### config.mk
export PLATFORM = sky130hd
export DESIGN_NAME = fmd_decoder
export DESIGN_NICKNAME = d
export VERILOG_FILES = /design/src/rtl/fmd_pkg.sv /design/src/rtl/fmd_decoder.sv /design/src/rtl/fmd_format_decode.sv
export SDC_FILE = /design/constraint.sdc
export NUM_CORES = 1
export LEC_CHECK = 0
export BUFFER_PORTS_ARGS = -buffer_cell sky130_fd_sc_hd__buf_2
export CAP_MARGIN = 10
export CELL_PAD_IN_SITES_DETAIL_PLACEMENT = 1
export CELL_PAD_IN_SITES_GLOBAL_PLACEMENT = 2
export CORE_ASPECT_RATIO = 1.25
export CORE_MARGIN = 1
export CORE_UTILIZATION = 24
export DETAILED_ROUTE_END_ITERATION = 8
export PLACE_DENSITY_LB_ADDON = 0.1
export SYNTH_ARGS = -nofsm -noshare
export SYNTH_HDL_FRONTEND = slang
export SYNTH_SLANG_ARGS = --single-unit
### constraint.sdc
create_clock -name ref_clk -period 0.8 [get_ports ref_clk]
set_clock_uncertainty 0.05 [all_clocks]
set_input_delay 0.16 -clock ref_clk [delete_from_list [all_inputs] [get_ports ref_clk]]
set_output_delay 0.16 -clock ref_clk [all_outputs]
set_load 0.03 [all_outputs]
### src/rtl/fmd_pkg.sv
// Shared constants and types for the floating-point format and multiply/divide decoder.
// Assumes a 32-bit instruction word supplied by the fetch/issue stage.
package fmd_pkg;

  // ----------------------------------------
  // Instruction fields
  // ----------------------------------------
  localparam int OPC_MSB = 31;
  localparam int OPC_LSB = 26;
  localparam int RS_MSB = 25;
  localparam int RS_LSB = 21;
  localparam int RT_MSB = 20;
  localparam int RT_LSB = 16;
  localparam int RD_MSB = 15;
  localparam int RD_LSB = 11;
  localparam int SUB_MSB = 10;
  localparam int SUB_LSB = 6;
  localparam int FN_MSB = 5;
  localparam int FN_LSB = 0;
  localparam int SHORT_FMT_MSB = 2;
  localparam int SHORT_FMT_LSB = 0;

  // ----------------------------------------
  // Opcodes and codes
  // ----------------------------------------
  localparam logic [5:0] OPC_SPECIAL = 6'h00;
  localparam logic [5:0] OPC_FP_COPROC = 6'h11;
  localparam logic [5:0] OPC_FP_INDEXED = 6'h13;
  localparam logic [5:0] OPC_PC_REL = 6'h3B;
  localparam logic [2:0] FN_MULDIV_HI = 3'h3;
  localparam logic [4:0] SUB_OLD = 5'h00;
  localparam logic [4:0] SUB_LOW = 5'h02;
  localparam logic [4:0] SUB_HIGH = 5'h03;
  localparam logic [4:0] RD_NONE = 5'h00;

  // ----------------------------------------
  // Format codes
  // ----------------------------------------
  localparam logic [4:0] FMT_SINGLE = 5'h10;
  localparam logic [4:0] FMT_DOUBLE = 5'h11;
  localparam logic [4:0] FMT_WORD = 5'h14;
  localparam logic [4:0] FMT_LONG = 5'h15;
  localparam logic [4:0] FMT_PAIRED = 5'h16;
  localparam logic [4:0] FMT_CMP_SINGLE = 5'h18;
  localparam logic [4:0] FMT_CMP_DOUBLE = 5'h19;
  localparam logic [2:0] SFMT_SINGLE = 3'h0;
  localparam logic [2:0] SFMT_DOUBLE = 3'h1;
  localparam logic [2:0] SFMT_WORD = 3'h4;
  localparam logic [2:0] SFMT_LONG = 3'h5;
  localparam logic [2:0] SFMT_PAIRED = 3'h6;

  // ----------------------------------------
  // Immediate widths in the PC-relative family
  // ----------------------------------------
  localparam int IMM_W19 = 19;
  localparam int IMM_W18 = 18;
  localparam int IMM_W16 = 16;

  typedef enum logic [2:0] {
    FMD_FMT_NONE,
    FMD_FMT_SINGLE,
    FMD_FMT_DOUBLE,
    FMD_FMT_WORD,
    FMD_FMT_LONG,
    FMD_FMT_PAIRED
  } fmd_fmt_t;

  typedef enum logic [3:0] {
    FMD_MD_NONE,
    FMD_MD_PRODUCT_LOW_SIGNED,
    FMD_MD_PRODUCT_HIGH_SIGNED,
    FMD_MD_PRODUCT_LOW_UNSIGNED,
    FMD_MD_PRODUCT_HIGH_UNSIGNED,
    FMD_MD_QUOTIENT_SIGNED,
    FMD_MD_REMAINDER_SIGNED,
    FMD_MD_QUOTIENT_UNSIGNED,
    FMD_MD_REMAINDER_UNSIGNED
  } fmd_md_t;

  typedef enum logic [2:0] {
    FMD_PC_NONE,
    FMD_PC_ADD_IMMEDIATE,
    FMD_PC_WORD_LOAD,
    FMD_PC_UNSIGNED_WORD_LOAD,
    FMD_PC_DOUBLEWORD_LOAD,
    FMD_PC_ADD_UPPER_IMMEDIATE,
    FMD_PC_ALIGNED_UPPER_IMMEDIATE
  } fmd_pc_t;

endpackage
### src/rtl/fmd_decoder.sv
// Top of the format and multiply/divide decoder: one instruction per cycle in,
// registered decode one cycle later.
// Each result group has its own next-value logic and its own register process.
// Assumes the issue stage presents instrValid with a stable word for one cycle.
//
// How it works
// - Long format 16/17/20/21/22 are single/double/word/long/paired; 22 and the rest from 16 up reserved.
// - Short format 0/1/4/5/6 map likewise; every indexed form is reserved.
// - Compare family reads format 11000 as single, 11001 as double.
// - Old and new multiply/divide differ only by bits 10-6.
// - Sub-operation 00010 gives low/quotient, 00011 high/remainder, all variants.
// - Sub-operation 00000 with destination 00000 raises reserved-instruction.
// - Any opcode-zero 011xxx function without sub-operation 00010/00011 is reserved.
// - New divides write the quotient or the remainder, never the high/low pair.
// - Removed or moved encodings decode as reserved unless reassigned.
// - PC-relative immediate shrinks from 19 to 16 bits with longer prefix.
// - Bits 20-16 select PC-relative operation; prefix 1110 reserved.
module fmd_decoder (
  // Clock and reset.
  input wire logic ref_clk,
  input wire logic rst_n,
  // Instruction from the issue stage.
  input wire logic [31:0] instrWord,
  input wire logic instrValid,
  // Compare family marker, supplied by the coprocessor function decode.
  input wire logic cmpFamily,
  // Decoded results.
  output logic decValid,
  output fmd_pkg::fmd_fmt_t fmtDecoded,
  output logic fpOp,
  output fmd_pkg::fmd_md_t mdOp,
  output logic mdWide,
  output logic mdWritesHighLow,
  output fmd_pkg::fmd_pc_t pcOp,
  output logic [18:0] pcImm,
  output logic reservedInstr
);

  // ----------------------------------------
  // Field extraction
  // ----------------------------------------
  logic [5:0] opcode;
  logic [4:0] rsField;
  logic [4:0] rtField;
  logic [4:0] rdField;
  logic [4:0] subOp;
  logic [5:0] funct;
  fmd_pkg::fmd_fmt_t fmtComb;
  logic fmtRsvComb;
  logic isIndexed;

  assign opcode = instrWord[fmd_pkg::OPC_MSB:fmd_pkg::OPC_LSB];
  assign rsField = instrWord[fmd_pkg::RS_MSB:fmd_pkg::RS_LSB];
  assign rtField = instrWord[fmd_pkg::RT_MSB:fmd_pkg::RT_LSB];
  assign rdField = instrWord[fmd_pkg::RD_MSB:fmd_pkg::RD_LSB];
  assign subOp = instrWord[fmd_pkg::SUB_MSB:fmd_pkg::SUB_LSB];
  assign funct = instrWord[fmd_pkg::FN_MSB:fmd_pkg::FN_LSB];
  assign isIndexed = (opcode == fmd_pkg::OPC_FP_INDEXED);

  // ----------------------------------------
  // Format field decode
  // ----------------------------------------
  fmd_format_decode uFormat (
    .longFmt(rsField),
    .shortFmt(instrWord[fmd_pkg::SHORT_FMT_MSB:fmd_pkg::SHORT_FMT_LSB]),
    .useShort(isIndexed),
    .cmpFamily(cmpFamily),
    .fmt(fmtComb),
    .fmtReserved(fmtRsvComb)
  );

  // Sign-extends a PC-relative immediate of the given width to 19 bits.
  function automatic logic [18:0] pcImmExtend(input logic [20:0] low, input int width);
    logic [18:0] r;
    r = '0;
    for (int i = 0; i < 19; i++)
    begin
      r[i] = (i < width) ? low[i] : low[width - 1];
    end
    return r;
  endfunction

  // ----------------------------------------
  // Format group
  // ----------------------------------------
  logic fpOp_reg;
  logic fpOp_next;
  fmd_pkg::fmd_fmt_t fmt_reg;
  fmd_pkg::fmd_fmt_t fmt_next;
  logic fpRsv;

  // A reserved format is reported here and merged into the shared flag below.
  always_comb
  begin
    fpOp_next = 1'b0;
    fmt_next = fmd_pkg::FMD_FMT_NONE;
    fpRsv = 1'b0;
    if (instrValid && opcode == fmd_pkg::OPC_FP_COPROC && rsField >= fmd_pkg::FMT_SINGLE)
    begin
      // Format values below 16 are move/transfer forms handled elsewhere.
      fpOp_next = 1'b1;
      fmt_next = fmtComb;
      // Paired single is removed, so it traps like any other reserved format.
      fpRsv = fmtRsvComb || fmtComb == fmd_pkg::FMD_FMT_PAIRED;
    end
    else if (instrValid && isIndexed)
    begin
      fpOp_next = 1'b1;
      fmt_next = fmtComb;
      // Every indexed-form instruction is removed in this release.
      fpRsv = 1'b1;
    end
  end

  always_ff @(posedge ref_clk or negedge rst_n)
  begin
    if (!rst_n)
    begin
      fpOp_reg <= 1'b0;
      fmt_reg <= fmd_pkg::FMD_FMT_NONE;
    end
    else
    begin
      fpOp_reg <= fpOp_next;
      fmt_reg <= fmt_next;
    end
  end

  // ----------------------------------------
  // Multiply/divide group
  // ----------------------------------------
  fmd_pkg::fmd_md_t md_reg;
  fmd_pkg::fmd_md_t md_next;
  logic mdWide_reg;
  logic mdWide_next;
  logic hiLo_reg;
  logic hiLo_next;
  logic mdRsv;

  always_comb
  begin
    md_next = fmd_pkg::FMD_MD_NONE;
    mdWide_next = 1'b0;
    hiLo_next = 1'b0;
    mdRsv = 1'b0;
    if (instrValid && opcode == fmd_pkg::OPC_SPECIAL && funct[5:3] == fmd_pkg::FN_MULDIV_HI)
    begin
      // Only the sub-operation field separates old and new forms.
      if (subOp == fmd_pkg::SUB_LOW || subOp == fmd_pkg::SUB_HIGH)
      begin
        // Bit 2 of the function code picks the 64-bit variant.
        mdWide_next = funct[2];
        // The index packs the unsigned and divide selects with the high/low choice.
        unique case ({funct[1:0], subOp[0]})
          3'h0: md_next = fmd_pkg::FMD_MD_PRODUCT_LOW_SIGNED;
          3'h1: md_next = fmd_pkg::FMD_MD_PRODUCT_HIGH_SIGNED;
          3'h2: md_next = fmd_pkg::FMD_MD_PRODUCT_LOW_UNSIGNED;
          3'h3: md_next = fmd_pkg::FMD_MD_PRODUCT_HIGH_UNSIGNED;
          3'h4: md_next = fmd_pkg::FMD_MD_QUOTIENT_SIGNED;
          3'h5: md_next = fmd_pkg::FMD_MD_REMAINDER_SIGNED;
          3'h6: md_next = fmd_pkg::FMD_MD_QUOTIENT_UNSIGNED;
          3'h7: md_next = fmd_pkg::FMD_MD_REMAINDER_UNSIGNED;
        endcase
        // New forms have one destination register only.
        hiLo_next = 1'b0;
      end
      else if (subOp == fmd_pkg::SUB_OLD && rdField == fmd_pkg::RD_NONE)
      begin
        // Old two-result form that used the high/low pair.
        mdRsv = 1'b1;
      end
      else
      begin
        // Every other sub-operation value in this family traps as well.
        mdRsv = 1'b1;
      end
    end
  end

  always_ff @(posedge ref_clk or negedge rst_n)
  begin
    if (!rst_n)
    begin
      md_reg <= fmd_pkg::FMD_MD_NONE;
      mdWide_reg <= 1'b0;
      hiLo_reg <= 1'b0;
    end
    else
    begin
      md_reg <= md_next;
      mdWide_reg <= mdWide_next;
      hiLo_reg <= hiLo_next;
    end
  end

  // ----------------------------------------
  // PC-relative group
  // ----------------------------------------
  fmd_pkg::fmd_pc_t pc_reg;
  fmd_pkg::fmd_pc_t pc_next;
  logic [18:0] pcImm_reg;
  logic [18:0] pcImm_next;
  logic pcRsv;

  // Immediates are sign-extended so the address adder always sees 19 bits.
  always_comb
  begin
    pc_next = fmd_pkg::FMD_PC_NONE;
    pcImm_next = '0;
    pcRsv = 1'b0;
    if (instrValid && opcode == fmd_pkg::OPC_PC_REL)
    begin
      // Longer prefixes leave fewer bits for the immediate.
      unique casez (rtField)
        5'b00???:
        begin
          pc_next = fmd_pkg::FMD_PC_ADD_IMMEDIATE;
          pcImm_next = pcImmExtend(instrWord[20:0], fmd_pkg::IMM_W19);
        end
        5'b01???:
        begin
          pc_next = fmd_pkg::FMD_PC_WORD_LOAD;
          pcImm_next = pcImmExtend(instrWord[20:0], fmd_pkg::IMM_W19);
        end
        5'b10???:
        begin
          pc_next = fmd_pkg::FMD_PC_UNSIGNED_WORD_LOAD;
          pcImm_next = pcImmExtend(instrWord[20:0], fmd_pkg::IMM_W19);
        end
        5'b110??:
        begin
          pc_next = fmd_pkg::FMD_PC_DOUBLEWORD_LOAD;
          pcImm_next = pcImmExtend(instrWord[20:0], fmd_pkg::IMM_W18);
        end
        // The 1110 prefix has no operation, so only the flag is raised.
        5'b1110?: pcRsv = 1'b1;
        5'b11110:
        begin
          pc_next = fmd_pkg::FMD_PC_ADD_UPPER_IMMEDIATE;
          pcImm_next = pcImmExtend(instrWord[20:0], fmd_pkg::IMM_W16);
        end
        5'b11111:
        begin
          pc_next = fmd_pkg::FMD_PC_ALIGNED_UPPER_IMMEDIATE;
          pcImm_next = pcImmExtend(instrWord[20:0], fmd_pkg::IMM_W16);
        end
      endcase
    end
  end

  always_ff @(posedge ref_clk or negedge rst_n)
  begin
    if (!rst_n)
    begin
      pc_reg <= fmd_pkg::FMD_PC_NONE;
      pcImm_reg <= '0;
    end
    else
    begin
      pc_reg <= pc_next;
      pcImm_reg <= pcImm_next;
    end
  end

  // ----------------------------------------
  // Status group
  // ----------------------------------------
  logic decValid_reg;
  logic decValid_next;
  logic rsv_reg;
  logic rsv_next;

  always_comb
  begin
    // The valid flag follows the request whatever the word holds.
    decValid_next = instrValid;
    // Only one family can match a word, so the flags simply merge.
    rsv_next = fpRsv || mdRsv || pcRsv;
  end

  always_ff @(posedge ref_clk or negedge rst_n)
  begin
    if (!rst_n)
    begin
      decValid_reg <= 1'b0;
      rsv_reg <= 1'b0;
    end
    else
    begin
      decValid_reg <= decValid_next;
      rsv_reg <= rsv_next;
    end
  end

  // ----------------------------------------
  // Result outputs
  // ----------------------------------------
  assign decValid = decValid_reg;
  assign fmtDecoded = fmt_reg;
  assign fpOp = fpOp_reg;
  assign mdOp = md_reg;
  assign mdWide = mdWide_reg;
  assign mdWritesHighLow = hiLo_reg;
  assign pcOp = pc_reg;
  assign pcImm = pcImm_reg;
  assign reservedInstr = rsv_reg;

endmodule

### src/rtl/fmd_format_decode.sv
// Decodes a 5-bit long or 3-bit short floating-point format field.
// Purely combinational; the caller registers the results.
module fmd_format_decode (
  // Long format field from the coprocessor form.
  input wire logic [4:0] longFmt,
  // Short format field from the indexed form.
  input wire logic [2:0] shortFmt,
  input wire logic useShort,
  // Compare family remaps codes 11000 and 11001 to single and double.
  input wire logic cmpFamily,
  // Decoded format.
  output fmd_pkg::fmd_fmt_t fmt,
  output logic fmtReserved
);

  always_comb
  begin
    fmt = fmd_pkg::FMD_FMT_NONE;
    fmtReserved = 1'b0;
    if (useShort)
    begin
      unique case (shortFmt)
        fmd_pkg::SFMT_SINGLE: fmt = fmd_pkg::FMD_FMT_SINGLE;
        fmd_pkg::SFMT_DOUBLE: fmt = fmd_pkg::FMD_FMT_DOUBLE;
        fmd_pkg::SFMT_WORD: fmt = fmd_pkg::FMD_FMT_WORD;
        fmd_pkg::SFMT_LONG: fmt = fmd_pkg::FMD_FMT_LONG;
        fmd_pkg::SFMT_PAIRED: fmt = fmd_pkg::FMD_FMT_PAIRED;
        default: fmtReserved = 1'b1;
      endcase
    end
    else if (cmpFamily)
    begin
      unique case (longFmt)
        fmd_pkg::FMT_CMP_SINGLE: fmt = fmd_pkg::FMD_FMT_SINGLE;
        fmd_pkg::FMT_CMP_DOUBLE: fmt = fmd_pkg::FMD_FMT_DOUBLE;
        default: fmtReserved = 1'b1;
      endcase
    end
    else
    begin
      unique case (longFmt)
        fmd_pkg::FMT_SINGLE: fmt = fmd_pkg::FMD_FMT_SINGLE;
        fmd_pkg::FMT_DOUBLE: fmt = fmd_pkg::FMD_FMT_DOUBLE;
        fmd_pkg::FMT_WORD: fmt = fmd_pkg::FMD_FMT_WORD;
        fmd_pkg::FMT_LONG: fmt = fmd_pkg::FMD_FMT_LONG;
        fmd_pkg::FMT_PAIRED: fmt = fmd_pkg::FMD_FMT_PAIRED;
        default: fmtReserved = 1'b1;
      endcase
    end
  end

endmodule

After elaboration in Yosys (flattened, before gate mapping)
Memory sizes are Yosys's and may differ from the RTL's.
Index checks and enable logic that the tools add are counted.
Operators by class
  order comparisons: 1
  reduce and logical (&&, ||, !) cells: 18
  eq/ne operators: 24
  muxes and demuxes: 27
Operators with widths (number)
  19-bit case mux with 3 select lines: 1
  5-bit == test (second input constant): 9
  3-bit case mux with 5 select lines: 2
  19-bit 2-to-1 mux: 1
  3-bit case mux with 6 select lines: 1
  3-bit == test (second input constant): 5
  3-bit 2-to-1 mux: 5
  1-bit 2-to-1 mux: 14
  6-bit by 5-bit == test with 1-bit output (second input constant): 2
  5-bit by 2-bit == test with 1-bit output (second input constant): 2
  5-bit OR reduction: 2
  4-bit 2-to-1 mux: 2
  6-bit == test (second input constant): 1
  1-bit logical AND: 6
  6-bit logical NOT: 1
  5-bit >= comparator (second input constant): 1
  4-bit == test (second input constant): 1
  1-bit logical OR: 4
  2-bit case mux with 2 select lines: 1
  2-bit OR reduction: 2
  3-bit by 1-bit == test with 1-bit output (second input constant): 1
  3-bit by 2-bit == test with 1-bit output (second input constant): 1
  3-bit logical NOT: 1
  3-bit OR reduction: 1
  3 further kinds: 3
Word-level totals
  logic and storage cells: 79
  bits of input ports: 36
  ROM bits: 32
  memories kept: 1
  output and inout bits: 34
  register bits after elaboration: 33
Memories
  (no name shown): words 8, width 4, rd ports 1, clocked after Yosys merged registers in 0, wr ports 0, line fmd_decoder.sv:154  | unique case ({funct[1:0], subOp[0]})

Longest topological paths before layout
  word-level depth: 9
  gate-level depth with buffers: 6
  mapped depth without buffers: 4

Cells and area by module
A second synthesis with hierarchy kept.
Second synthesis, totals
  cells, all modules: 128
  area total of the unflattened synthesis: 1478.9 sq um
Modules (own cells, without submodules)
  fmd_decoder: times used 1, cells each 103, sequential area each 825.8 sq um, area each 1306.3 sq um
  fmd_format_decode: times used 1, cells each 25, sequential area each 0.0 sq um, area each 172.7 sq um

Worst setup path before layout
OpenSTA, ideal clock, no wires.
  path kind: input to register
  from: in instrWord[22]
  to: reg rsv_reg (netlist: reservedInstr)
  setup slack: -654 ps
  buffers on the path: 0
  data required time: 662 ps
  arrival time: 1316 ps
  stages: 4
  cells stage by stage: or3_1 a311o_1 mux2_2 o2111ai_2
On the way
  cells in the longest elaborated chain, start to end: 9
  elaborated cells between the ends (all ways): 24
  classes of those cells: 1 x order compare; 8 x eq/ne; 9 x mux; 6 x reduce/logical
Ends and longest elaborated chain
  from (decl): line fmd_decoder.sv:23  | input wire logic [31:0] instrWord,
  5-bit == test, on equally long branches: line fmd_format_decode.sv:41, fmd_format_decode.sv:33
  3-bit case mux with 5 select lines, or another cell as far along: line fmd_format_decode.sv:41  | unique case (longFmt)
  3-bit 2-to-1 mux, or another cell as far along: line fmd_format_decode.sv:31  | else if (cmpFamily)
  3-bit 2-to-1 mux or 1-bit 2-to-1 mux (tied branches): line fmd_format_decode.sv:20, fmd_format_decode.sv:31
  3-bit == test or 1-bit 2-to-1 mux (tied branches): line fmd_decoder.sv:104, fmd_format_decode.sv:20
  1-bit logical OR: line fmd_decoder.sv:104  | fpRsv = fmtRsvComb || fmtComb == fmd_pkg::FMD_FMT_PAIRED;
  1-bit 2-to-1 mux *: line fmd_decoder.sv:98  | if (instrValid && opcode == fmd_pkg::OPC_FP_COPROC && rsField >= fmd_pkg::FMT_SINGLE)
  1-bit logical OR * (2 in a row): line fmd_decoder.sv:278  | rsv_next = fpRsv || mdRsv || pcRsv;
  via rsv_next: line fmd_decoder.sv:271  | logic rsv_next;
  to (signal assigned): line fmd_decoder.sv:291  | rsv_reg <= rsv_next;
  to (decl): line fmd_decoder.sv:270  | logic rsv_reg;
Mark *: on every way through the listed nets, which the timed path passes. The rest lies on a longest branch.

Final worst setup path
  from: in cmpFamily
  to: reg rsv_reg (netlist: reservedInstr)
On the way
  cells in the longest elaborated chain, start to end: 7
  elaborated cells between the ends (all ways): 9
  classes of those cells: 1 x eq/ne; 5 x mux; 3 x reduce/logical
Ends and longest elaborated chain
  from (decl): line fmd_decoder.sv:26  | input wire logic cmpFamily,
  3-bit 2-to-1 mux: line fmd_format_decode.sv:31
  3-bit 2-to-1 mux: line fmd_format_decode.sv:20  | if (useShort)
  3-bit == test: line fmd_decoder.sv:104
  1-bit logical OR *: line fmd_decoder.sv:104
  1-bit 2-to-1 mux *: line fmd_decoder.sv:98
  1-bit logical OR * (2 in a row): line fmd_decoder.sv:278
  via rsv_next: line fmd_decoder.sv:271
Marked as above.

==> qor.txt <==
Most frequent cells in the layout -> buf_6 (48), dfrtp_1 (33), buf_4 (29)
Critical Path AT -> 1.42 ns
Fill count -> 602
Post-synth top area cell -> dfrtp_1
Synth async-reset ratio -> 1.00
Ant diodes -> 0
Site Rows -> 31
Top delay family on crit path -> compound AO/OA/AOI/OAI gates
Worst path max stage delay -> 0.39 ns
Largest net degree at the start of global routing -> 21
Met2 wire len -> 2.78 mm
GRT Total Usage -> 0.154
Final cycle utilization of the critical path -> 1.60
Final min period -> 1.28 ns
Clock root buffer -> clkbuf_8
Pwr per Cell Area -> 1320 nW/um2
Final #Nets -> 289
Max reg flops -> 19
Die height -> 89.1 um
CP required -> 0.95 ns
TritonRoute pass-1 iters -> 3
Max_cap viols -> 0
Final hold vios -> 0
VDD IR-drop max -> 669 uV
GPL Wtd Cong -> 0.804
Drt initial violations -> 29
Chip width -> 71.7 um
Status -> finished, violations left
IO Count -> 70
Share of layout cells above drive strength 1 -> 0.643
Core ar. -> 5820 um2
Met3 wire len -> 179 um
Vias in the first global route -> 1585
Setup_tns -> -13.33 ns
Failing checks -> negative setup slack
Crit Path Category -> in -> reg
Synthesized area -> 1460 um2
Vias -> 1458
Pleak -> 1.41 nW
Post-route DRC -> 0
Worst-path clk slew -> 0.08 ns
EDFF count, synth -> 0
Critical Path Slowest Stage Cell -> or3b_4
Top sig layer -> met4
Initial Utilization -> 0.250
Synth Instances -> 135
Final Cell Area -> 2980 um2
Final setup violation count -> 65
Hold path depth -> 2
Deepest clock path buffer count -> 2
Full die area -> 6390 um2
Critical-path maximum fanout -> 4
Post-synthesis cell type count -> 38
P&R area growth vs syn -> 105%
GRT overflow -> 0
Most common cell after layout, fill and taps aside -> buf_6
Syn_nets -> 173
DR vias/cell -> 4.58
Synth top area cells -> dfrtp_1 (57%), and2_1 (6.9%), nor2_1 (3.6%), or3_1 (2.1%), nand2_1 (2.1%)
Worst path buffer plus inverter count -> 1
Htree depth -> 2
Port Buffers -> 68
Antenna violations before repair -> 0
Routed Antenna Nets -> 0
WL met1 -> 1.76 mm
Worst Setup Slack, final -> -0.478 ns
Final Core Density -> 0.512
F_max -> 783 MHz
CP endpoint kind -> flop
Avg Inst Size Synth -> 10.8 um2
Post-DP HPWL -> 3.59 mm
Worst min-delay path startpoint -> instrWord[6]
Pins Over Slew Limit -> 0
Sequential share of the synthesized area -> 0.567
TritonCTS clock tree -> yes
DP Area -> 2210 um2
Class of the worst hold path -> in -> reg
Synth warn -> 0
Critical Path Start Type -> input pin
Seq cells post-synth -> 33
Sink Count -> 33
Unrepaired setup endpoints after global routing -> true
Routed WL -> 4.78 mm
Worst path cell trace -> buf_8 > or3b_4 > a311o_1 > mux2_4 > o2111ai_2
Total CTS buffers -> 5
WL/cell -> 15.0 um
Dominant synthesized flop cell -> dfrtp_1
Hold endpoint -> mdOp[0]
First-pass GRT wire length -> 7.38 mm
Yosys top cell area share -> 0.567
metrics by stage:
stage               setup WS [ns]  hold WS, ns  power, mW  instances
floorplan                  -0.603       -0.186       1.87        135
global placement           -0.740      -0.0213       2.18        296
detailed placement         -0.763      -0.0206       2.20        296
CTS                        -0.464       0.0319       3.93        310
global route               -0.499       0.0465       4.10        318
finish                     -0.478       0.0371       3.93        318
layout make-up:
| cell class | count | area, um2 | share of cell area |
|---|---|---|---|
| inverter | 4 | 15.0 | 0.00504 |
| clock inverter | 1 | 30.0 | 0.0101 |
| timing repair buffer | 113 | 1070 | 0.360 |
| tap | 66 | 82.6 | 0.0277 |
| multi-input combinational | 94 | 867 | 0.291 |
| sequential | 33 | 826 | 0.277 |
| clock buffer | 7 | 86.3 | 0.0290 |
cells by family after synthesis:
logic type                 synth area share
buffers and inverters                0.0275
adders and majority gates            0.0172
DFF                                   0.567
muxes                               0.00773
xor gates and xnor gates             0.0241
AOI/OAI and AO/OA                    0.0928
and+or+nand+nor                       0.261
other                               0.00257
metal layers:
| metal | track usage | vias to the layer above |
|---|---|---|
| met5 | 0 | - |
| met2 | 0.298 | 46 |
| met1 | 0.164 | 703 |
| met3 | 0.0327 | 6 |
| li1 | - | 703 |
| met4 | 0.0588 | 0 |
how the worst max path moves through the flow:
stage	cells after the start	endpoint	start	slack (ns)
CTS	5	reservedInstr	instrWord[24]	-0.46
detailed placement	5	reservedInstr	cmpFamily	-0.76
floorplan	4	reservedInstr	instrWord[24]	-0.60
finish	5	reservedInstr	cmpFamily	-0.48
global placement	5	reservedInstr	instrWord[24]	-0.74
global route	5	reservedInstr	cmpFamily	-0.50
power by group:
part,switching [mW],leakage (nW),internal [mW]
sequential,0.00336,0.459,1.68
combinational,0.307,0.895,0.326
clock,0.605,0.0585,1.02
repair_timing:
action                                 4_1_cts  5_1_grt
pin swaps                                   14       14
endpoints found under the hold margin       34        0
hold buffers                                 2        0
setup buffers                                4        8
cloned                                       0        1
resized for setup                           97       36
setup endpoints to repair                   65       65
synthesized netlist by cell type, types with 2 or more instances:
cell and count:
nor2_1 14, buf_4 2, nor3_1 5, o22ai_1 2, nand3_1 4, a21oi_1 2, inv_1 4, nand2_1 8
nor2_2 2, ha_1 2, buf_2 2, and3_1 2, xnor2_1 3, nand2b_1 2, nor4b_1 2, or3_1 5
a211oi_1 2, or3b_1 2, o21ai_0 2, o2111ai_1 2, dfrtp_1 33, nor4_1 2, and2_1 16
No activity file was read; power rests on OpenSTA's default activity.
